`src/atf_pkg.sv`:
```
// package: register map, field layout and types for the converter control block
package atf_pkg;
    localparam logic [2:0] ADDR_CLK_DIV = 3'h3;
    localparam logic [2:0] ADDR_FORMAT = 3'h4;
    localparam logic [2:0] ADDR_FLOW = 3'h5;
    localparam int DIV_W = 7;
    localparam logic [DIV_W-1:0] DIV_RESET = 7'h00;
    localparam int BIT_JUSTIFY = 7;
    localparam int BIT_ABORT = 7;
    localparam int BIT_START = 6;
    localparam int BIT_RESTART = 5;
    localparam int BIT_LOADOK = 4;
    localparam logic [2:0] RES_8 = 3'h0;
    localparam logic [2:0] RES_10 = 3'h2;
    localparam logic [2:0] RES_12 = 3'h4;
    localparam logic [1:0] ENABLE_LATENCY = 2'h3;
    localparam logic [2:0] SAMPLE_DELAY_RESTART_BUS = 3'h2;
    localparam logic [2:0] SAMPLE_DELAY_SEQ_BUS = 3'h5;
    localparam logic [2:0] SAMPLE_DELAY_SEQUENCE_START_REQUEST_BUS = 3'h5;
    localparam logic [1:0] PUMP_CONV_CYCLES = 2'h2;
    localparam logic [1:0] SRC_BUS = 2'h0;
    localparam logic [1:0] SRC_INTERNAL = 2'h1;

    typedef struct packed {
        logic abort;
        logic start;
        logic restart;
        logic loadok;
    } atf_flow_t;

    typedef struct packed {
        logic we;
        logic [2:0] addr;
        logic [7:0] wdata;
    } atf_bus_t;

    typedef struct packed {
        logic abort;
        logic start;
        logic restart;
        logic loadok;
    } atf_ireq_t;
endpackage

```
`src/atf_clk_div.sv`:
```
// conversion clock divider from the bus clock
`timescale 1ns/1ns
`default_nettype none
module atf_clk_div #(
    parameter int DIV_W = 7
)
(
    input wire logic clk,
    input wire logic rst,
    input wire logic [DIV_W-1:0] divide_value,
    output logic conv_clk,
    output logic conv_rise
);
    typedef struct packed {
        logic [DIV_W-1:0] cnt;
        logic clk_o;
        logic rise;
    } atf_div_st_t;
    atf_div_st_t s_reg;
    atf_div_st_t s_next;

    always_comb
    begin
        s_next = s_reg;
        s_next.rise = 1'b0;
        // toggles every value+1 cycles, so period 2x(value+1), even duty
        if (s_reg.cnt >= divide_value)
        begin
            s_next.cnt = '0;
            s_next.clk_o = ~s_reg.clk_o;
            s_next.rise = ~s_reg.clk_o;
        end
        else
        begin
            s_next.cnt = s_reg.cnt + 1'b1;
        end
    end

    always_ff @(posedge clk)
    begin
        if (rst)
            s_reg <= '0;
        else
            s_reg <= s_next;
    end

    assign conv_clk = s_reg.clk_o;
    assign conv_rise = s_reg.rise;

    a_half_period: assert property (@(posedge clk) disable iff (rst)
        $changed(s_reg.clk_o) && $stable(divide_value) |-> s_reg.cnt == '0)
        else $error("divider toggled with nonzero count");
endmodule
`default_nettype wire

```
`src/atf_flow_ctrl.sv`:
```
// How it works
// - divider field writable only when disabled or special access; always readable
// - conversion clock is bus clock over two times (divider plus one)
// - results unsigned; bit 7 zero left-justified, one right-justified
// - resolution 000 eight bits, 010 ten, 100 twelve; others reserved
// - start with reserved resolution sets command error and halts
// - justify and resolution writable only when disabled or special access
// - flow bits modifiable only three bus cycles after enable
// - all flow bits clear while disabled or on soft reset
// - flow bits settable only while enabled; writing zero does nothing
// - restart mode: sample two bus plus two conversion cycles after start
// - in sequence, next sample five bus plus two conversion cycles later
// - trigger mode: restart also raises start; both clear together unless the resolution is reserved
// - trigger mode: sampling five bus cycles after start bit falls
// - abort ends sequence at next boundary, clears when aborted and idle
// - bus write of one to set abort is an overrun, no clear
// - internal abort line may set abort; repeat while set is overrun
// - source config picks bus writes or internal lines for all bits together
// - unexpected restart sets abort and restart error flag
// - start bit begins sequence when idle, clears at first sample; in trigger mode it clears when the sequence starts
// - bus write one to set start keeps it set, sets overrun flag
// - repeated internal start while set sets overrun flag
// - restart bit loads first list command when idle, clears once loaded
// - special access lifts the divider and format write locks; flow bit restrictions stay
`timescale 1ns/1ns
`default_nettype none
module atf_flow_ctrl #(
    parameter int DIV_W = 7
)
(
    input wire logic clk,
    input wire logic rst,
    input wire logic soft_reset,
    input wire logic conv_enable,
    input wire logic special_access_grant,
    input wire logic trigger_mode,
    input wire logic [1:0] request_source_config,
    input wire atf_pkg::atf_bus_t bus,
    output logic [7:0] rdata,
    input wire atf_pkg::atf_ireq_t ireq,
    input wire logic list_loaded,
    input wire logic conversion_boundary,
    input wire logic period_end,
    input wire logic seq_active,
    input wire logic end_of_list_seen,
    output logic conversion_clock,
    output logic sample_start,
    output logic result_justify_select,
    output logic [2:0] resolution_select,
    output logic halted,
    output logic command_error_flag,
    output logic start_overrun_error_flag,
    output logic unexpected_restart_error_flag,
    output logic abort_overrun
);
    typedef struct packed {
        logic [DIV_W-1:0] div;
        logic justify;
        logic [2:0] res;
        atf_pkg::atf_flow_t flow;
        logic [1:0] en_cnt;
        logic cmd_err;
        logic sequence_start_request_err;
        logic list_restart_request_err;
        logic abort_ovr;
        logic start_wait;
    } atf_st_t;
    atf_st_t s_reg;
    atf_st_t s_next;

    logic conv_rise;
    logic go;
    logic [2:0] go_bus;
    logic [1:0] go_pump;
    logic cfg_ok;
    logic flow_ok;
    logic wr_flow;
    atf_pkg::atf_flow_t req;
    logic res_reserved;
    logic seq_running;

    atf_clk_div #(.DIV_W(DIV_W)) u_div (
        .clk(clk),
        .rst(rst),
        .divide_value(s_reg.div),
        .conv_clk(conversion_clock),
        .conv_rise(conv_rise)
    );

    atf_sample_timer u_tmr (
        .clk(clk),
        .rst(rst),
        .go(go),
        .bus_cycles(go_bus),
        .pump_cycles(go_pump),
        .conv_rise(conv_rise),
        .sample_start(sample_start)
    );

    // format and divider locked during conversion unless special access
    assign cfg_ok = !conv_enable || special_access_grant;
    assign flow_ok = conv_enable && (s_reg.en_cnt == atf_pkg::ENABLE_LATENCY);
    assign wr_flow = bus.we && bus.addr == atf_pkg::ADDR_FLOW;
    assign res_reserved = !(s_reg.res == atf_pkg::RES_8 || s_reg.res == atf_pkg::RES_10
        || s_reg.res == atf_pkg::RES_12);
    assign seq_running = seq_active || s_reg.start_wait;

    // per-bit set requests from the selected source
    always_comb
    begin
        req = '0;
        if (request_source_config == atf_pkg::SRC_BUS)
        begin
            if (wr_flow)
            begin
                req.abort = bus.wdata[atf_pkg::BIT_ABORT];
                req.start = bus.wdata[atf_pkg::BIT_START];
                req.restart = bus.wdata[atf_pkg::BIT_RESTART];
                // ready bit only counts with restart in the same byte
                req.loadok = bus.wdata[atf_pkg::BIT_LOADOK]
                    && bus.wdata[atf_pkg::BIT_RESTART];
            end
        end
        else if (request_source_config == atf_pkg::SRC_INTERNAL)
        begin
            req.abort = ireq.abort;
            req.start = ireq.start;
            req.restart = ireq.restart;
            req.loadok = ireq.loadok && ireq.restart;
        end
    end

    always_comb
    begin
        s_next = s_reg;
        go = 1'b0;
        go_bus = atf_pkg::SAMPLE_DELAY_RESTART_BUS;
        go_pump = atf_pkg::PUMP_CONV_CYCLES;
        if (!conv_enable)
            s_next.en_cnt = 2'h0;
        else if (s_reg.en_cnt != atf_pkg::ENABLE_LATENCY)
            s_next.en_cnt = s_reg.en_cnt + 2'h1;

        if (bus.we && cfg_ok && bus.addr == atf_pkg::ADDR_CLK_DIV)
            s_next.div = bus.wdata[DIV_W-1:0];
        if (bus.we && cfg_ok && bus.addr == atf_pkg::ADDR_FORMAT)
        begin
            s_next.justify = bus.wdata[atf_pkg::BIT_JUSTIFY];
            s_next.res = bus.wdata[2:0];
        end

        if (flow_ok && !s_reg.cmd_err)
        begin
            // set-only: zero writes leave the bits alone
            if (req.abort)
            begin
                if (s_reg.flow.abort)
                    s_next.abort_ovr = 1'b1;
                s_next.flow.abort = 1'b1;
            end
            if (req.start)
            begin
                if (s_reg.flow.start)
                    s_next.sequence_start_request_err = 1'b1;
                s_next.flow.start = 1'b1;
            end
            if (req.restart)
            begin
                s_next.flow.restart = 1'b1;
                if (req.loadok)
                    s_next.flow.loadok = 1'b1;
                if (trigger_mode)
                    s_next.flow.start = 1'b1;
                if (seq_running && !s_reg.flow.abort && !req.abort && !end_of_list_seen)
                begin
                    s_next.flow.abort = 1'b1;
                    s_next.list_restart_request_err = 1'b1;
                end
            end
        end

        // abort completes at boundary; cleared once idle
        if (s_reg.flow.abort && (conversion_boundary || !seq_running) && !req.abort)
        begin
            s_next.flow.abort = 1'b0;
            s_next.start_wait = 1'b0;
        end

        // restart done when first command is loaded
        if (s_reg.flow.restart && list_loaded && !s_reg.flow.abort)
        begin
            s_next.flow.restart = 1'b0;
            s_next.flow.loadok = 1'b0;
            // trigger mode takes the pending start on this same edge, so that
            // both bits fall together instead of start trailing by a cycle
            if (trigger_mode && res_reserved)
                s_next.cmd_err = 1'b1;
            else if (trigger_mode)
            begin
                s_next.flow.start = 1'b0;
                s_next.start_wait = 1'b1;
                go = 1'b1;
                go_bus = atf_pkg::SAMPLE_DELAY_SEQUENCE_START_REQUEST_BUS;
                go_pump = 2'h0;
            end
        end

        // start a sequence from idle
        if (s_reg.flow.start && !seq_running && !s_reg.flow.abort && !s_reg.flow.restart)
        begin
            if (res_reserved)
                s_next.cmd_err = 1'b1;
            else if (trigger_mode)
            begin
                s_next.flow.start = 1'b0;
                s_next.start_wait = 1'b1;
                go = 1'b1;
                go_bus = atf_pkg::SAMPLE_DELAY_SEQUENCE_START_REQUEST_BUS;
                go_pump = 2'h0;
            end
            else
            begin
                s_next.start_wait = 1'b1;
                go = 1'b1;
                go_bus = atf_pkg::SAMPLE_DELAY_RESTART_BUS;
            end
        end
        // no new conversion once disabled; a restart start above keeps its timing
        else if (period_end && seq_active && conv_enable && !go && !s_reg.flow.abort)
        begin
            go = 1'b1;
            go_bus = atf_pkg::SAMPLE_DELAY_SEQ_BUS;
        end

        if (sample_start && s_reg.start_wait)
        begin
            s_next.start_wait = 1'b0;
            if (!trigger_mode)
                s_next.flow.start = 1'b0;
        end

        if (!conv_enable || soft_reset)
        begin
            s_next.flow = '0;
            s_next.start_wait = 1'b0;
            s_next.cmd_err = 1'b0;
            s_next.sequence_start_request_err = 1'b0;
            s_next.list_restart_request_err = 1'b0;
            s_next.abort_ovr = 1'b0;
        end
    end

    always_ff @(posedge clk)
    begin
        if (rst)
        begin
            s_reg <= '0;
            s_reg.div <= atf_pkg::DIV_RESET;
        end
        else
            s_reg <= s_next;
    end

    always_comb
    begin
        rdata = 8'h00;
        case (bus.addr)
            atf_pkg::ADDR_CLK_DIV: rdata[DIV_W-1:0] = s_reg.div;
            atf_pkg::ADDR_FORMAT:
            begin
                rdata[atf_pkg::BIT_JUSTIFY] = s_reg.justify;
                rdata[2:0] = s_reg.res;
            end
            atf_pkg::ADDR_FLOW:
            begin
                rdata[atf_pkg::BIT_ABORT] = s_reg.flow.abort;
                rdata[atf_pkg::BIT_START] = s_reg.flow.start;
                rdata[atf_pkg::BIT_RESTART] = s_reg.flow.restart;
                rdata[atf_pkg::BIT_LOADOK] = s_reg.flow.loadok;
            end
            default: rdata = 8'h00;
        endcase
    end

    assign result_justify_select = s_reg.justify;
    assign resolution_select = s_reg.res;
    assign halted = s_reg.cmd_err;
    assign command_error_flag = s_reg.cmd_err;
    assign start_overrun_error_flag = s_reg.sequence_start_request_err;
    assign unexpected_restart_error_flag = s_reg.list_restart_request_err;
    assign abort_overrun = s_reg.abort_ovr;

    a_flow_cleared: assert property (@(posedge clk) disable iff (rst)
        !conv_enable |=> s_reg.flow == '0)
        else $error("flow bits not cleared while disabled");
    a_enable_latency: assert property (@(posedge clk) disable iff (rst)
        $rose(conv_enable) |-> ##1 (s_reg.flow == '0) [*3])
        else $error("flow bits changed inside enable latency");
    a_div_locked: assert property (@(posedge clk) disable iff (rst)
        conv_enable && !special_access_grant |=> $stable(s_reg.div))
        else $error("divider written while locked");
    a_fmt_locked: assert property (@(posedge clk) disable iff (rst)
        conv_enable && !special_access_grant |=> $stable(s_reg.res) && $stable(s_reg.justify))
        else $error("format written while locked");
    a_start_overrun: assert property (@(posedge clk) disable iff (rst)
        conv_enable && !soft_reset && flow_ok && !s_reg.cmd_err && req.start
        && s_reg.flow.start |=> s_reg.sequence_start_request_err)
        else $error("start overrun not flagged");
    a_res_error: assert property (@(posedge clk) disable iff (rst)
        conv_enable && !soft_reset && s_reg.flow.start && !seq_running && !s_reg.flow.abort
        && !s_reg.flow.restart && res_reserved |=> command_error_flag)
        else $error("reserved resolution not flagged");
    a_abort_overrun: assert property (@(posedge clk) disable iff (rst)
        conv_enable && !soft_reset && flow_ok && !s_reg.cmd_err && req.abort
        && s_reg.flow.abort |=> abort_overrun && s_reg.flow.abort)
        else $error("abort overrun not flagged");
    a_sample_delay: assert property (@(posedge clk) disable iff (rst)
        go && trigger_mode && go_bus == atf_pkg::SAMPLE_DELAY_SEQUENCE_START_REQUEST_BUS
        && !seq_active |-> ##[5:6] sample_start)
        else $error("trigger sample delay wrong");
    a_pair_clear: assert property (@(posedge clk) disable iff (rst)
        trigger_mode && $fell(s_reg.flow.restart) && !s_reg.cmd_err |-> !s_reg.flow.start)
        else $error("restart and start did not fall together");
    a_set_locked: assert property (@(posedge clk) disable iff (rst)
        !flow_ok |=> (s_reg.flow & ~$past(s_reg.flow)) == '0)
        else $error("flow bit set while locked");
    a_loadok_pair: assert property (@(posedge clk) disable iff (rst)
        $rose(s_reg.flow.loadok) |-> s_reg.flow.restart)
        else $error("ready bit set without restart");
    a_abort_held: assert property (@(posedge clk) disable iff (rst)
        conv_enable && !soft_reset && s_reg.flow.abort && seq_running && !conversion_boundary
        |=> s_reg.flow.abort)
        else $error("abort dropped before boundary");
endmodule
`default_nettype wire

```
`src/atf_sample_timer.sv`:
```
// delay from a start event to channel sampling: bus cycles then pump cycles
`timescale 1ns/1ns
`default_nettype none
module atf_sample_timer
(
    input wire logic clk,
    input wire logic rst,
    input wire logic go,
    input wire logic [2:0] bus_cycles,
    input wire logic [1:0] pump_cycles,
    input wire logic conv_rise,
    output logic sample_start
);
    typedef struct packed {
        logic busy;
        logic [2:0] bus_cnt;
        logic [1:0] pump_cnt;
        logic done;
    } atf_tmr_st_t;
    atf_tmr_st_t s_reg;
    atf_tmr_st_t s_next;

    always_comb
    begin
        s_next = s_reg;
        s_next.done = 1'b0;
        if (go && !s_reg.busy)
        begin
            s_next.busy = 1'b1;
            s_next.bus_cnt = bus_cycles;
            s_next.pump_cnt = pump_cycles;
        end
        else if (s_reg.busy)
        begin
            if (s_reg.bus_cnt > 3'h1)
                s_next.bus_cnt = s_reg.bus_cnt - 3'h1;
            else if (s_reg.pump_cnt == 2'h0)
            begin
                s_next.busy = 1'b0;
                s_next.done = 1'b1;
                s_next.bus_cnt = 3'h0;
            end
            else if (conv_rise)
            begin
                s_next.bus_cnt = 3'h0;
                s_next.pump_cnt = s_reg.pump_cnt - 2'h1;
            end
        end
    end

    always_ff @(posedge clk)
    begin
        if (rst)
            s_reg <= '0;
        else
            s_reg <= s_next;
    end

    assign sample_start = s_reg.done;
endmodule
`default_nettype wire

```
`config.mk`:
```
export PLATFORM = sky130hd
export DESIGN_NAME = atf_flow_ctrl
export DESIGN_NICKNAME = d
export VERILOG_FILES = /design/src/atf_pkg.sv /design/src/atf_clk_div.sv /design/src/atf_flow_ctrl.sv /design/src/atf_sample_timer.sv
export SDC_FILE = /design/constraint.sdc
export NUM_CORES = 1
export LEC_CHECK = 0
export BUFFER_PORTS_ARGS = -buffer_cell sky130_fd_sc_hd__clkbuf_2
export CELL_PAD_IN_SITES_DETAIL_PLACEMENT = 1
export CELL_PAD_IN_SITES_GLOBAL_PLACEMENT = 2
export CORE_MARGIN = 5
export CORE_UTILIZATION = 34
export DETAILED_ROUTE_END_ITERATION = 12
export PLACE_DENSITY = 0.85
export SLEW_MARGIN = 40
export SYNTH_ARGS = -nofsm -noshare
export SYNTH_HDL_FRONTEND = slang
export SYNTH_SLANG_ARGS = --single-unit
```
`constraint.sdc`:
```
create_clock -name clk -period 2.9 [get_ports clk]
set_clock_uncertainty 0.05 [all_clocks]
set_input_delay 0.29 -clock clk [delete_from_list [all_inputs] [get_ports clk]]
set_output_delay 0.29 -clock clk [all_outputs]
set_load 0.1 [all_outputs]
```
== Word-level counts from Yosys, hierarchy flattened ==
Cells that the tools add are included.
Widths: inputs -> output; s select.

* Register bits: 38
* Bits of input ports: 29
* Output and inout bits: 19
* Word-level logic and storage cells: 162

* Add/sub/neg operators: 4
* Order comparisons: 2
* Equal/unequal tests: 10
* Muxes and demuxes: 60
* Bitwise operators: 4
* Reduce and logical (&&, ||, !) cells: 62

{| class="wikitable"
|+ Operators by type and width
! cell !! number
|-
| $mux 3 || 11
|-
| $mux 1 || 32
|-
| $logic_and 1x1->1 || 25
|-
| $mux 4 || 4
|-
| $mux 2 || 7
|-
| $pmux 3 s2 || 2
|-
| $reduce_and 3->1 || 4
|-
| $logic_not 1->1 || 10
|-
| $eq 3x3->1 const B || 3
|-
| $reduce_or 3->1 || 3
|-
| $reduce_or 2->1 || 4
|-
| $add 7x1->7 const B || 1
|-
| $ge 7x7->1 || 1
|-
| $mux 7 || 1
|-
| $eq 3x2->1 const B || 2
|-
| $logic_or 1x1->1 || 6
|-
| $mux 6 || 1
|-
| $mux 5 || 1
|-
| $logic_not 2->1 || 2
|-
| $ne 2x1->1 const B || 2
|-
| $not 1->1 || 4
|-
| $reduce_and 2->1 || 2
|-
| $reduce_and 4->1 || 1
|-
| $reduce_bool 2->1 || 2
|-
| other kinds (11) || 11
|}

== Logic depth before layout (Yosys ltp) ==
Gate-level depths: netlist of run 1.

* Word-level depth: 18
* Gate-level depth with buffers: 7
* Mapped depth without buffers: 7

== Cells and area by module ==
A second synthesis of run 1 with hierarchy kept.

* Cells, all modules: 236
* Area, all modules: 2160.8 um^2

{| class="wikitable"
|+ By module, submodules not included
! module !! times used !! cells an instance !! area an instance (um^2) !! seq. area each (um^2)
|-
| atf_flow_ctrl || 1 || 130 || 1198.6 || 440.4
|-
| atf_clk_div || 1 || 57 || 514.2 || 180.2
|-
| atf_sample_timer || 1 || 49 || 447.9 || 140.1
|}

== Least setup slack after synthesis of run 1 ==
OpenSTA, ideal clock, no wires.

* Path kind: register to output
* Start point: reg s_reg[18] (netlist name)
* End point: out rdata[3]
* Data arrival time: 2423 ps
* Setup slack: 137 ps
* Cell stages (with the launch flop): 3
* Path buffers: 0
* Cells stage by stage: dfxtp_1 inv_1 nor3_1

* Longest elaborated chain between the ends: 1

{| class="wikitable"
|+ Ends and longest elaborated chain
! item !! RTL line !! RTL
|-
| start, declared || atf_flow_ctrl.sv:68 || <nowiki>atf_st_t s_reg;</nowiki>
|-
| start signal, assigned || atf_flow_ctrl.sv:261 || <nowiki>s_reg <= s_next;</nowiki>
|-
| $mux 1 || atf_flow_ctrl.sv:267 || <nowiki>case (bus.addr)</nowiki>
|-
| end, declared || atf_flow_ctrl.sv:39 || <nowiki>output logic [7:0] rdata,</nowiki>
|}

No other way between the ends.

== Final worst setup path of run 1 ==
* Start point: in bus[10] (netlist name)
* End point: out rdata[4]

* Longest elaborated chain between the ends: 2
* Elaborated cells between the ends (all ways): 3
* Classes of those cells: 2 x eq/ne; 1 x mux

{| class="wikitable"
|+ Ends and longest elaborated chain
! item !! RTL line !! RTL
|-
| start, declared || atf_flow_ctrl.sv:38 || <nowiki>input wire atf_pkg::atf_bus_t bus,</nowiki>
|-
| $eq 3x3->1 or $eq 3x2->1 (tied branches) || atf_flow_ctrl.sv:267 ||
|-
| $pmux 3 s2 (*) || atf_flow_ctrl.sv:267 ||
|}

Every way passes the cells marked *; elsewhere a longest branch is shown, timed or not.

==> qor.csv, run 1 <==
metric;value;unit
status;finished, final reports clean;
synth_top_cell_by_area;dfxtp_1;
crit_chain;clkbuf_2, nor2b_1, a22oi_1, nor2b_1, clkbuf_2;
overflow;0;
largest_register_ffs;14;
timing.fmax;471;MHz
slowest_stage;nor2b_1;
cp.arrival;1.78;ns
ctsResizeCount;0;
worst_ep_required_time;2.56;ns
critical_path.top_delay_family;simple AND/OR/NAND/NOR gates;
critPathKind;input port to output pin;
diodes;0;
ys_warn_count;0;
grt_start_max_net_pins;20;
crit_start;bus[10];
max_stage_delay;0.51;ns
syn2layout_area_growth;18.3;%
powerDensity;448;nW/µm²
synth-seq-cells;38;
via_per_inst;5.17;
cts_buffer_depth;2;
cts.sinks;38;
endpoint_kind;output pin;
synthesis.nets;274;
cap_violations;0;
synth_adder_area_share;6.79;%
routed_wl;5400;µm
fp.dieW;87.2;µm
slew_headroom;60.2;%
root_buffer;clkbuf_8;
r2r_cells;7;
clk_latency;0.29;ns
antenna_found_initial;0;
synth_simple_gate_area_share;25.5;%
synth_top_family_by_area;simple AND/OR/NAND/NOR gates;
coreArea;5850;µm²
synth_xor_area_share;2.59;%
drt-initial-drc-count;41;
final_common_cell;clkbuf_2;
cp_num_buf_inv;2;
setup.worst_path.start_class;input port;
seq_area_frac_synth;37.5;%
synth-edff-count;0;
vias;1830;
synth_area;2030;µm²
dp_cells;346;
drc;0;
ys.flop_type;dfxtp_1;
final_cell_mix;clkbuf_2, nor2_1, dfxtp_1, inv_1, mux2i_1;
whs_path_depth;2;
min_from;conversion_boundary;
fin_setup_tns;0;ns
hold_class;input port to flop;
rsz0062_at_grt;no;
die_area;7610;µm²
multi_input_area;1150;µm²
ant_nets;0;
critPathMaxFanout;7;
hold_viol_final;0;
grt_pass1_vias;1982;
cts_hold_buffers;0;
netlist.area_leader.share;37.5;%
slew_viol_final;0;
cts_tree;yes;
chipHeight;87.2;µm
setup_viol;0;
instances_no_fill;354;
synthMuxAreaShare;6.97;%
avgRoutedWirePerCell;15.3;µm
htree_levels;2;
synth_cells;234;
cts-buffers-inserted;5;
postSynthAreaPerCell;8.67;µm²
pin_count;48;
grt_pass1_wl;9490;µm
regToRegSetupSlack;0.88;ns
clk_pin_slew;0.07;ns
leakage;1.07;nW
post-route-period-util;73.2;%
ff_latch_area;761;µm²
place.gp.congestion;0.874;
rows;28;
start_util;34.7;%
final.fill_count;730;
async_flop_share;0;%
totalPowerFinal;1.07;mW
regToRegStartpoint;s_reg[17];
netlist_top_cells_area;dfxtp_1, nor2_1, ha_1;
nets;318;
synth-compound-area-share;14.9;%
worstMarginPinSlew;0.596;ns
design_area;2400;µm²
synth_cell_types;51;
drive_gt1_share;23.3;%
path_depth;5;
first_pass_iters;4;
numPortBuffers;47;
grt_usage;15.8;%
ir_drop;0.184;mV
hpwlAfterDp;4500;µm
post_dp_cell_area;2300;µm²
period_minus_slack;2.12;ns
postCtsSetupRepairBufs;0;
[power breakdown]
group          switching (mW)  total [mW]  internal, mW
registers              0.0143       0.549         0.535
logic                  0.0868       0.135        0.0482
clock network           0.198       0.390         0.191
total                   0.299        1.07         0.775
[cells in the mapped netlist (all sizes together) (2+ instances only)]
cell,count
inv,15
a22o,3
a32oi,4
xnor2,3
nor3,7
xor2,3
ha,11
nand2,8
nor4bb,2
a22oi,3
o21ai,7
nor3b,2
clkbuf,3
nor2,40
a211o,2
nand2b,4
nand3,9
nor4b,3
a21o,3
a31oi,2
a21oi,11
and3,3
a211oi,2
dfxtp,38
nor2b,7
nand4,3
mux2i,13
nand3b,2
buf,8
[metrics by stage]
| step | setup slack (ns) | util [%] | hold WS [ns] |
|---|---|---|---|
| detailed placement | 0.831 | 39.4 | 0.406 |
| global placement | 0.868 | 39.4 | 0.393 |
| CTS | 0.834 | 41.0 | 0.155 |
| global route | 0.740 | 41.0 | 0.173 |
| finish | 0.777 | 41.0 | 0.159 |
| floorplan | 0.137 | - | 0.353 |
[path summary, 6_finish.rpt]
check,end
worst max-delay path,rdata[4]
worst min-delay path,s_reg[0]
worst max register to register,u_div.conv_clk
worst min register to register,unexpected_restart_error_flag
[kinds of logic after synthesis]
| kind of cell | Yosys count |
|---|---|
| adders and majority gates | 11 |
| and+or+nand+nor | 97 |
| buffers and inverters | 26 |
| DFF | 38 |
| xor gates and xnor gates | 6 |
| muxes | 14 |
| AOI/OAI and AO/OA | 42 |
[final cells by class]
cell class | count | area share [%]
clock buffers | 6 | 3.44
clock inverters | 2 | 0.522
inverters | 15 | 2.35
multi-input cells | 170 | 47.9
flip-flops and latches | 38 | 31.7
well taps | 75 | 3.91
repair buffers | 48 | 10.1
[metal layers]
metal  part of all wire [%]  global-route usage (%)  wire length [µm]
met1                     46                    19.7              2500
met3                    3.8                    3.31               204
met2                     49                    27.8              2640
met5                      0                       0                 0
met4                   0.91                    3.35                49
Power figures use the tool's default switching activity.
==> inputs of run 2 (changes only) <==
--- a/config.mk
+++ b/config.mk
@@ -9,9 +9,9 @@
 export CELL_PAD_IN_SITES_DETAIL_PLACEMENT = 1
 export CELL_PAD_IN_SITES_GLOBAL_PLACEMENT = 2
 export CORE_MARGIN = 5
-export CORE_UTILIZATION = 34
+export CORE_UTILIZATION = 31
 export DETAILED_ROUTE_END_ITERATION = 12
-export PLACE_DENSITY = 0.85
+export PLACE_DENSITY = 0.78
 export SLEW_MARGIN = 40
 export SYNTH_ARGS = -nofsm -noshare
 export SYNTH_HDL_FRONTEND = slang
==> constraint.sdc (replaced) <==
create_clock -name clk -period 2.2 [get_ports clk]
set_clock_uncertainty 0.05 [all_clocks]
set_input_delay 0.22 -clock clk [delete_from_list [all_inputs] [get_ports clk]]
set_output_delay 0.22 -clock clk [all_outputs]
set_load 0.1 [all_outputs]
==> run 2 against run 1 <==
Net effect: core utilization is 2.7 points lower; critical path depth rose by 2; critical endpoint is now u_div.conv_clk; clock power rose by 16%; cell area grew 1.5%; sequential power up 32%; power grew 26%.
==> qor.csv, run 2 (same netlist as run 1, synthesis figures left out) <==
metric;value;unit;change
status;finished, final reports clean;;unchanged
nets;319;;was 318
rsz0062_at_grt;no;;unchanged
regToRegSetupSlack;0.21;ns;was 0.88 ns
postCtsSetupRepairBufs;0;;unchanged
clk_pin_slew;0.07;ns;about the same
via_per_inst;5.06;;was 5.17
chipHeight;90.9;µm;was 87.2 µm
cts_buffer_depth;2;;unchanged
powerDensity;557;nW/µm²;was 448 nW/µm²
htree_levels;2;;unchanged
ctsResizeCount;0;;unchanged
r2r_cells;7;;unchanged
fp.dieW;90.9;µm;was 87.2 µm
setup_viol;0;;unchanged
cp.arrival;2.11;ns;was 1.78 ns
cts.sinks;38;;unchanged
leakage;1.07;nW;about the same
syn2layout_area_growth;20.0;%;was 18.3%
cts_tree;yes;;unchanged
slew_headroom;63.5;%;was 60.2%
clk_latency;0.28;ns;was 0.29 ns
pin_count;48;;unchanged
critPathKind;flop to flop;;was input port to output pin
final_cell_mix;clkbuf_2, nor2_1, dfxtp_1, inv_1, mux2i_1;;unchanged
coreArea;6350;µm²;was 5850 µm²
critPathMaxFanout;4;;was 7
largest_register_ffs;14;;unchanged
timing.fmax;502;MHz;
worstHoldEndpoint;s_reg[0];;unchanged
post-route-period-util;90.6;%;
grt_usage;13.2;%;was 15.8%
vias;1803;;was 1830
ir_drop;0.306;mV;was 0.184 mV
worstMarginPinSlew;0.551;ns;was 0.596 ns
endpoint_kind;flop;;was output pin
antenna_found_initial;0;;unchanged
die_area;8260;µm²;was 7610 µm²
dp_cells;349;;was 346
diodes;0;;unchanged
regToRegStartpoint;s_reg[17];;unchanged
first_pass_iters;4;;unchanged
period_minus_slack;1.99;ns;
reg2reg_to;u_div.conv_clk;;unchanged
place.gp.congestion;0.838;;was 0.874
hold_class;input port to flop;;unchanged
whs_path_depth;2;;unchanged
cts-buffers-inserted;5;;unchanged
drt-initial-drc-count;76;;was 41
grt_start_max_net_pins;19;;was 20
drc;0;;unchanged
hold_viol_final;0;;unchanged
start_util;31.9;%;was 34.7%
final_common_cell;clkbuf_2;;unchanged
fin_setup_tns;0;ns;unchanged
instances_no_fill;356;;was 354
setup.worst_path.start_class;flop;;was input port
avgRoutedWirePerCell;14.9;µm;was 15.3 µm
root_buffer;clkbuf_8;;unchanged
grt_pass1_wl;8880;µm;was 9490 µm
grt_pass1_vias;1828;;was 1982
ant_nets;0;;unchanged
overflow;0;;unchanged
slew_viol_final;0;;unchanged
cap_violations;0;;unchanged
routed_wl;5290;µm;was 5400 µm
drive_gt1_share;23.3;%;unchanged
min_from;conversion_boundary;;unchanged
worst_ep_required_time;2.31;ns;was 2.56 ns
numPortBuffers;47;;unchanged
hpwlAfterDp;4350;µm;was 4500 µm
rows;29;;was 28
cts_hold_buffers;0;;unchanged
==> run 2: cell types whose count changed in the layout (fill, tap and decap cells not counted), sizes merged <==
cell	before	now
clkbuf	53	51
clkinvlp	1	0
clkinv	1	0
buf	1	5
==> run 2: worst max-delay path, stage by stage (launching register included) <==
cell      delay [ns]
dfxtp_1         0.36
inv_1           0.05
ha_1            0.30
a21o_1          0.16
a31oi_1         0.14
o21ai_1         0.15
nor4bb_1        0.16
or4_1           0.51
==> run 2: per-layer routing <==
layer  GRT usage [%]  routed length (µm)  share of wire (%)
met5               0                   0                  0
met4            2.57                  10               0.19
met3            3.83                 174                3.3
met2            21.4                2490                 47
met1            17.6                2610                 49
==> run 2: how the worst max path moves through the flow <==
stage	startpoint	to	slack (ns)	cells past startpoint
floorplan	bus[10]	rdata[5]	0.02	4
global placement	s_reg[17]	u_div.conv_clk	0.24	7
detailed placement	s_reg[17]	u_div.conv_clk	0.20	7
CTS	s_reg[17]	u_div.conv_clk	0.20	7
global route	s_reg[17]	u_div.conv_clk	0.09	7
finish	s_reg[17]	u_div.conv_clk	0.21	7
==> run 2: area by class of cell <==
class | instances | area [µm²]
Clock buffer | 7 | 76.3
Multi-Input combinational cell | 170 | 1160
Inverter | 15 | 56.3
Tap cell | 77 | 96.3
Timing Repair Buffer | 49 | 283
Fill cell | 761 | 3920
Sequential cell | 38 | 761
==> run 2: per-stage QoR <==
step | hold slack (ns) | util [%] | total power [mW] | instance area [µm²] | setup slack, ns
after floorplan | 0.283 | - | 0.857 | 2040 | 0.0226
final | 0.0928 | 38.3 | 1.36 | 2430 | 0.207
after CTS | 0.0812 | 38.3 | 1.38 | 2430 | 0.199
after global routing | 0.0943 | 38.3 | 1.45 | 2430 | 0.0909
after detailed placement | 0.395 | 37.1 | 0.921 | 2360 | 0.204
after global placement | 0.387 | 37.1 | 0.920 | 2360 | 0.244
==> run 2: where the power goes <==
group	switching [mW]	total (mW)	leakage [nW]	internal [mW]
Combinational	0.115	0.180	0.726	0.0653
Sequential	0.0179	0.724	0.308	0.706
Clock	0.235	0.453	0.0383	0.218
